$ cat src/atc_pkg.sv
// Constants for the accumulator to control register transfer decoder
package atc_pkg;

  localparam int unsigned ACC_W   = 4;
  localparam int unsigned OPC_W   = 10;
  localparam int unsigned NUM_TGT = 6;

  // Target indices within the select vector
  localparam int unsigned IDX_WAKE0 = 0;
  localparam int unsigned IDX_WAKE1 = 1;
  localparam int unsigned IDX_WAKE2 = 2;
  localparam int unsigned IDX_WAKE3 = 3;
  localparam int unsigned IDX_LCD1  = 4;
  localparam int unsigned IDX_LCD2  = 5;

  localparam logic [OPC_W-1:0] OP_WAKE0 = 10'h21B;
  localparam logic [OPC_W-1:0] OP_WAKE1 = 10'h214;
  localparam logic [OPC_W-1:0] OP_WAKE2 = 10'h215;
  localparam logic [OPC_W-1:0] OP_WAKE3 = 10'h216;
  localparam logic [OPC_W-1:0] OP_LCD1  = 10'h20A;
  localparam logic [OPC_W-1:0] OP_LCD2  = 10'h20B;

  localparam logic [ACC_W-1:0] CTL_RESET = 4'h0;

  // Every transfer in this group: one word, one cycle
  localparam int unsigned XFER_WORDS  = 1;
  localparam int unsigned XFER_CYCLES = 1;

endpackage

$ cat src/atc_ctl_reg.sv
// One four-bit control register loaded from the accumulator
`timescale 1ns/1ps
`default_nettype none

module atc_ctl_reg #(
  parameter int unsigned WIDTH = atc_pkg::ACC_W
) (
  input  wire logic             core_clk,
  input  wire logic             nrst,
  input  wire logic             clk_en,
  input  wire logic             wr_en,
  input  wire logic [WIDTH-1:0] wr_data,
  output var  logic [WIDTH-1:0] value_q
);

  always_ff @(posedge core_clk or negedge nrst)
  begin
    if (!nrst)
    begin
      value_q <= atc_pkg::CTL_RESET;
    end
    else if (clk_en && wr_en)
    begin
      value_q <= wr_data;
    end
  end

endmodule
`default_nettype wire

$ cat src/atc_xfer_decode.sv
// Decode and execute of accumulator to control register transfers
`timescale 1ns/1ps
`default_nettype none

module atc_xfer_decode #(
  parameter logic [9:0] OP_WAKE0 = atc_pkg::OP_WAKE0,
  parameter logic [9:0] OP_WAKE1 = atc_pkg::OP_WAKE1,
  parameter logic [9:0] OP_WAKE2 = atc_pkg::OP_WAKE2,
  parameter logic [9:0] OP_WAKE3 = atc_pkg::OP_WAKE3,
  parameter logic [9:0] OP_LCD1  = atc_pkg::OP_LCD1,
  parameter logic [9:0] OP_LCD2  = atc_pkg::OP_LCD2
) (
  input  wire logic       core_clk,
  input  wire logic       nrst,
  input  wire logic       clk_en,
  input  wire logic       instr_valid,
  input  wire logic [9:0] opcode,
  input  wire logic [3:0] acc,
  output logic            xfer_hit,
  output logic            carry_we,
  output logic            skip_next,
  output var  logic       xfer_done_q,
  output logic      [3:0] wake_ctl0,
  output logic      [3:0] wake_ctl1,
  output logic      [3:0] wake_ctl2,
  output logic      [3:0] wake_ctl3,
  output logic      [3:0] lcd_ctl1,
  output logic      [3:0] lcd_ctl2
);

  ////////////////////////////////////////////////////////////////////////////
  // Decode

  // One-hot target select; zero for any opcode outside this group
  function automatic logic [5:0] atc_decode(input logic [9:0] op);
    logic [5:0] sel;
    sel = 6'h00;
    sel[atc_pkg::IDX_WAKE0] = (op == OP_WAKE0);
    sel[atc_pkg::IDX_WAKE1] = (op == OP_WAKE1);
    sel[atc_pkg::IDX_WAKE2] = (op == OP_WAKE2);
    sel[atc_pkg::IDX_WAKE3] = (op == OP_WAKE3);
    sel[atc_pkg::IDX_LCD1]  = (op == OP_LCD1);
    sel[atc_pkg::IDX_LCD2]  = (op == OP_LCD2);
    return sel;
  endfunction

  logic [5:0] wr_sel;
  logic [3:0] ctl_value [6];

  assign wr_sel   = instr_valid ? atc_decode(opcode) : 6'h00;
  assign xfer_hit = |wr_sel;
  // The hit ignores clk_en on purpose: a stalled cycle still shows the
  // decode, but nothing is written until clk_en is high again

  // The group never writes carry and never asks for a skip
  assign carry_we  = 1'b0;
  assign skip_next = 1'b0;

  ////////////////////////////////////////////////////////////////////////////
  // Target registers
  // One register per target keeps every write enable private

  for (genvar i = 0; i < atc_pkg::NUM_TGT; i++)
  begin : g_tgt
    atc_ctl_reg #(
      .WIDTH (atc_pkg::ACC_W)
    ) u_reg (
      .core_clk (core_clk),
      .nrst     (nrst),
      .clk_en   (clk_en),
      .wr_en    (wr_sel[i]),
      .wr_data  (acc),
      .value_q  (ctl_value[i])
    );
  end

  assign wake_ctl0 = ctl_value[atc_pkg::IDX_WAKE0];
  assign wake_ctl1 = ctl_value[atc_pkg::IDX_WAKE1];
  assign wake_ctl2 = ctl_value[atc_pkg::IDX_WAKE2];
  assign wake_ctl3 = ctl_value[atc_pkg::IDX_WAKE3];
  assign lcd_ctl1  = ctl_value[atc_pkg::IDX_LCD1];
  assign lcd_ctl2  = ctl_value[atc_pkg::IDX_LCD2];

  // Completion marker: one cycle after the accepted instruction
  // Held, not cleared, while clk_en is low, so a stall does not lose it
  always_ff @(posedge core_clk or negedge nrst)
  begin
    if (!nrst)
    begin
      xfer_done_q <= 1'b0;
    end
    else if (clk_en)
    begin
      xfer_done_q <= xfer_hit;
    end
  end
endmodule
`default_nettype wire

$ cat config.mk
export PLATFORM = sky130hd
export DESIGN_NAME = atc_xfer_decode
export DESIGN_NICKNAME = d
export VERILOG_FILES = /design/src/atc_pkg.sv /design/src/atc_ctl_reg.sv /design/src/atc_xfer_decode.sv
export SDC_FILE = /design/constraint.sdc
export NUM_CORES = 1
export LEC_CHECK = 0
export ABC_CLOCK_PERIOD_IN_PS = 2000
export BUFFER_PORTS_ARGS = -buffer_cell sky130_fd_sc_hd__buf_2
export CAP_MARGIN = 20
export CORE_UTILIZATION = 30
export DETAILED_ROUTE_END_ITERATION = 10
export GPL_ROUTABILITY_DRIVEN = 0
export PLACE_DENSITY = 0.51
export SLEW_MARGIN = 20
export SYNTH_ARGS = -nofsm -noshare
export SYNTH_HDL_FRONTEND = slang
export SYNTH_HIERARCHICAL = 1
export SYNTH_SLANG_ARGS = --single-unit
$ cat constraint.sdc
create_clock -name core_clk -period 2 [get_ports core_clk]
set_input_delay 0.3 -clock core_clk [delete_from_list [all_inputs] [get_ports core_clk]]
set_output_delay 0.3 -clock core_clk [all_outputs]
set_load 0.05 [all_outputs]
==> results of run 1 <==
logic make-up (layout without fill, tap and decap cells):
logic type / count (synthesis) / count (layout) / synth area share
buffers and inverters: 4 / 49 / 0.0189
and+or+nand+nor: 23 / 23 / 0.137
muxes: 24 / 24 / 0.303
DFF: 25 / 25 / 0.525
other: 1 / 2 / 0.00315
AOI/OAI and AO/OA: 2 / 2 / 0.0137
critical path: stages:
cell and delay, ns:
buf_2 0.10, nor4_2 0.30, nand3_2 0.21, nor2_1 0.14, buf_2 0.27
power breakdown:
group          leakage [nW]  switching [mW]  internal (mW)
clock                0.0228           0.146          0.142
sequential            0.349         0.00216          0.509
combinational         0.493          0.0615         0.0263
total                 0.864           0.210          0.677
placed cells by master, fill, tap and decap left out:
cell and instances:
buf_2 43, dfrtp_1 25, mux2_4 24, nand2_2 6
nand2_1 3, clkbuf_8 3, nor3_1 2, nor4_1 2
nand2b_1 2, nor4b_2 2, inv_1 2, conb_1 2
nor4_2 1, nand3_2 1, nor2b_1 1, nand3b_1 1
and3b_1 1, a32oi_1 1, nor2_1 1, o31ai_1 1
clkbuf_1 1
path summary, 6_finish.rpt:
kind / startpoint / depth (start not counted) / slack (ns) / end
setup / recovery: opcode[5] / 5 / 0.38 / xfer_hit
hold / removal: nrst / 1 / 0.01 / g_tgt[5].u_reg/value_q[1]$_DFFE_PN0P_
setup reg to reg: g_tgt[2].u_reg/value_q[3]$_DFFE_PN0P_ / 1 / 1.23 / g_tgt[2].u_reg/value_q[3]$_DFFE_PN0P_
hold reg to reg: xfer_done_q$_DFFE_PN0P_ / 2 / 0.49 / xfer_done_q$_DFFE_PN0P_
max in group asynchronous: nrst / 1 / 1.63 / xfer_done_q$_DFFE_PN0P_
min in group core_clk: acc[0] / 2 / 0.38 / g_tgt[3].u_reg/value_q[0]$_DFFE_PN0P_
layout make-up:
cell class	count	area share
Timing Repair Buffer	43	0.143
Inverter	2	0.00500
Tap cell	48	0.0400
Multi-Input combinational cell	51	0.364
Sequential cell	25	0.417
Clock buffer	4	0.0300
metal layers:
layer,routed length [um],part of all wire,global-route usage,vias to the layer above
li1,-,-,-,369
met5,0,0,0,-
met2,1200,0.49,0.204,27
met4,13,0.0054,0.0245,0
met1,1050,0.43,0.167,393
met3,160,0.066,0.0458,2
stage by stage:
stage / util / hold slack (ns) / power [mW]
detailed placement: 0.389 / 0.320 / 0.610
global route: 0.401 / 0.0436 / 0.935
CTS: 0.401 / 0.0275 / 0.901
floorplan: - / 0.00441 / 0.564
finish: 0.401 / 0.00994 / 0.887
global placement: 0.389 / 0.310 / 0.608
flip-flops by register name, indices dropped and copies added, names as in the netlist:
register             count
g_tgt.u_reg/value_q     24
xfer_done_q              1
==> flow_metrics.tcl, run 1 <==
set metrics [dict create \
    clock_path_buffers 2 \
    endpoint_kind "output pin" \
    yosysTopAreaCell "dfrtp_1" \
    drive_gt1_frac 0.640 \
    stdcell_area_mm2 0.00150 \
    drcViolationCount 0 \
    cp-start-kind "input pin" \
    drt_first_iter_violations 8 \
    report.final.setup_viol 0 \
    finalCritPeriodShare 0.810 \
    first_pass_iters 4 \
    max_freq_mhz 617 \
    hp-class "in2async" \
    port_buffers 43 \
    diodes 0 \
    grt_pass1_vias 825 \
    synthTopCellsByCount "25 x dfrtp_1, 24 x mux2_4, 6 x nand2_2, 3 x nand2_1" \
    synth.cell_area_mm2 0.00119 \
    die_h_um 65.0 \
    die_area_mm2 0.00423 \
    wl_per_cell_um 14.0 \
    postSynthCellCount 79 \
    worstMarginPinSlew_ns 0.536 \
    grt-ovfl-total 0 \
    seq_area_um2 626 \
    multi_input_area_um2 547 \
    numCtsBuffers 3 \
    synth_top_area_frac 0.525 \
    p_per_area_mw_per_mm2 591 \
    preCtsSetupSlack_ns 0.114 \
    critical_path_peak_fanout 8 \
    period_needed_ns 1.62 \
    yosysMostFrequentCell "dfrtp_1" \
    path_clk_slew_ns 0.08 \
    fin_skew_ns 0 \
    grt_start_max_net_pins 26 \
    cts_tree "built" \
    insertion_delay_ns 0.26 \
    yosys_warnings 6 \
    place_inst 169 \
    nets 144 \
    grtUsageTotal 0.128 \
    die_w_um 65.0 \
    layout_setup_ws_ns 0.380 \
    start_util 0.318 \
    rsz0062_at_grt "no" \
    ant_nets 0 \
    h-tree-depth 1 \
    vias 791 \
    synthDistinctLibCells 19 \
    drv_cap 0 \
    cts_sinks 25 \
    finalNonFillerCells 173 \
    wl_um 2420 \
    slew_violations 0 \
    async_reset_ff_frac 1.00 \
    ctsResizeCount 0 \
    ys_top_cells_by_area "dfrtp_1 53%, mux2_4 30%, nand2_2 3.2%, nor4b_2 2.5%, buf_4 1.3%" \
    synthFlopType "dfrtp_1" \
    postSynthAreaPerCell_um2 15.1 \
    dpl.hpwl_um 1830 \
    crit_required_ns 1.70 \
    fill_cells 384 \
    post_cts_buffers 0 \
    criticalPathCategory "in2out" \
    ys_seq_elements 25 \
    grt_pass1_wl_um 4050 \
    synthToLayoutAreaGrowth_pct 25.9 \
    cts_hold_buf 0 \
    slew_headroom 0.642 \
    final.setup.tns_ns 0 \
    synth_edf_count 0 \
    vdd_drop_max_uv 370 \
    antenna_found_initial 0 \
    final_hold_viol_count 0 \
    rows 22 \
    ys_seq_area_frac 0.525 \
    coreArea_mm2 0.00374 \
    viasPerCell 4.57 \
    dpl_cell_area_mm2 0.00146 \
    cts_root_buf "clkbuf_8" \
    io_pins 46 \
    critPathArrivalTime_ns 1.32 \
    leakage_nw 0.864 \
    outcome "finished, final reports clean" \
]
(Power assumes the default switching activity.)
==> run 2: changes to the inputs <==
- ABC_CLOCK_PERIOD_IN_PS: 2000 -> 1330
- PLACE_DENSITY: 0.51 -> 0.52
- clock period: 2 -> 1.33 ns (I/O delays scaled with it)
==> flow_metrics.tcl, run 2 (synthesis gave the netlist of run 1 again) <==
set metrics [dict create \
    outcome "finished with violations" \
    violations "negative setup slack" \
    report.final.setup_viol 23 \
    critPathArrivalTime_ns 1.53 \
    drt_first_iter_violations 10 \
    drv_cap 0 \
    finalNonFillerCells 177 \
    critical_path_peak_fanout 6 \
    vdd_drop_max_uv 697 \
    cts_tree "built" \
    p_per_area_mw_per_mm2 834 \
    first_pass_iters 4 \
    post_cts_buffers 0 \
    layout_setup_ws_ns -0.0507 \
    fin_skew_ns 0 \
    final.setup.tns_ns -0.765 \
    numCtsBuffers 3 \
    hp-class "in2reg" \
    slew_headroom 0.638 \
    final_cell_mix "40 x buf_2, 25 x dfrtp_1, 24 x mux2_4, 6 x nand2_2, 4 x buf_6" \
    cts_root_buf "clkbuf_8" \
    grt_pass1_vias 800 \
    die_area_mm2 0.00423 \
    synthToLayoutAreaGrowth_pct 36.1 \
    grt_pass1_wl_um 4080 \
    wl_um 2460 \
    cts_sinks 25 \
    h-tree-depth 1 \
    rows 22 \
    path_clk_slew_ns 0.08 \
    viasPerCell 4.39 \
    drive_gt1_frac 0.682 \
    criticalPathCategory "in2reg" \
    period_needed_ns 1.38 \
    die_h_um 65.0 \
    rsz0062_at_grt "yes" \
    grt_start_max_net_pins 26 \
    max_freq_mhz 724 \
    coreArea_mm2 0.00374 \
    io_pins 46 \
    wl_per_cell_um 13.9 \
    leakage_nw 0.921 \
    grtUsageTotal 0.129 \
    finalCritPeriodShare 1.04 \
    vias 777 \
    largest_register_ffs 24 \
    slew_violations 0 \
    ant_nets 0 \
    crit_required_ns 1.48 \
    regMostFlops "g_tgt.u_reg/value_q" \
    clock_path_buffers 2 \
    largestRegisters "g_tgt.u_reg/value_q (24), xfer_done_q (1)" \
    final_hold_viol_count 0 \
    diodes 0 \
    nets 148 \
    insertion_delay_ns 0.26 \
    start_util 0.318 \
    final_common_cell "buf_2" \
    cp-start-kind "input pin" \
    grt-ovfl-total 0 \
    endpoint_kind "flop" \
    die_w_um 65.0 \
    place_inst 172 \
    dpl.hpwl_um 1830 \
    drcViolationCount 0 \
    antenna_found_initial 0 \
    port_buffers 43 \
    worstMarginPinSlew_ns 0.543 \
]
-- run 2: cell types whose count changed in the layout (fill, tap and decap cells not counted), moves of 2 or more --
cell / delta
buf_6: +4
nor4b_4: +2
nor4_1: -2
buf_4: +2
buf_2: -3
nor4b_2: -2
-- run 2: timing repair --
action,4_1_cts,5_1_grt
hold buffers,1,0
hold endpoints to repair,25,0
endpoints found under the setup margin,25,25
pin swaps,9,0
resized for setup,9,0
-- run 2: cell type report --
cell class / count / area, um2
Clock inverter: 1 / 5.00
Inverter: 2 / 7.51
Sequential cell: 25 / 626
Fill cell: 384 / 2120
Multi-Input combinational cell: 51 / 612
Clock buffer: 3 / 41.3
Timing Repair Buffer: 47 / 270
Tap cell: 48 / 60.1
-- run 2: per-stage QoR --
stage               area, um2  power, mW  hold slack (ns)   util  setup WS, ns
global route             1620       1.42            0.279  0.433        -0.121
finish                   1620       1.35            0.282  0.433       -0.0507
floorplan                1230      0.851          -0.0961      -        -0.205
detailed placement       1510      0.930            0.212  0.404        -0.385
CTS                      1620       1.38            0.280  0.433       -0.0699
global placement         1510      0.928            0.210  0.404        -0.369
-- run 2: final timing paths --
path / start / to / slack [ns] / depth (start not counted)
max: opcode[8] / g_tgt[3].u_reg/value_q[3]$_DFFE_PN0P_ / -0.05 / 6
min: acc[0] / g_tgt[3].u_reg/value_q[0]$_DFFE_PN0P_ / 0.28 / 2
max reg2reg: g_tgt[4].u_reg/value_q[3]$_DFFE_PN0P_ / g_tgt[4].u_reg/value_q[3]$_DFFE_PN0P_ / 0.57 / 1
min reg2reg: xfer_done_q$_DFFE_PN0P_ / xfer_done_q$_DFFE_PN0P_ / 0.48 / 2
max in group asynchronous: nrst / g_tgt[4].u_reg/value_q[0]$_DFFE_PN0P_ / 0.52 / 2
min in group asynchronous: nrst / g_tgt[0].u_reg/value_q[0]$_DFFE_PN0P_ / 0.45 / 2
-- run 2: routing by layer --
metal	track usage	vias up	wire length (um)
met3	0.0370	0	108
met1	0.179	381	1180
met5	0	-	0
met2	0.204	21	1180
met4	0.0163	0	0
li1	-	375	-
-- run 2: where the power goes --
part	switching, mW	internal, mW
Combinational	0.104	0.0522
Sequential	0.00325	0.765
Clock	0.219	0.209
-- run 2: critical path, stage by stage --
cell and delay [ns]:
buf_6 0.10, nor4_4 0.30, nand3_4 0.18, nor4b_4 0.29
nand2_2 0.15, mux2_4 0.32
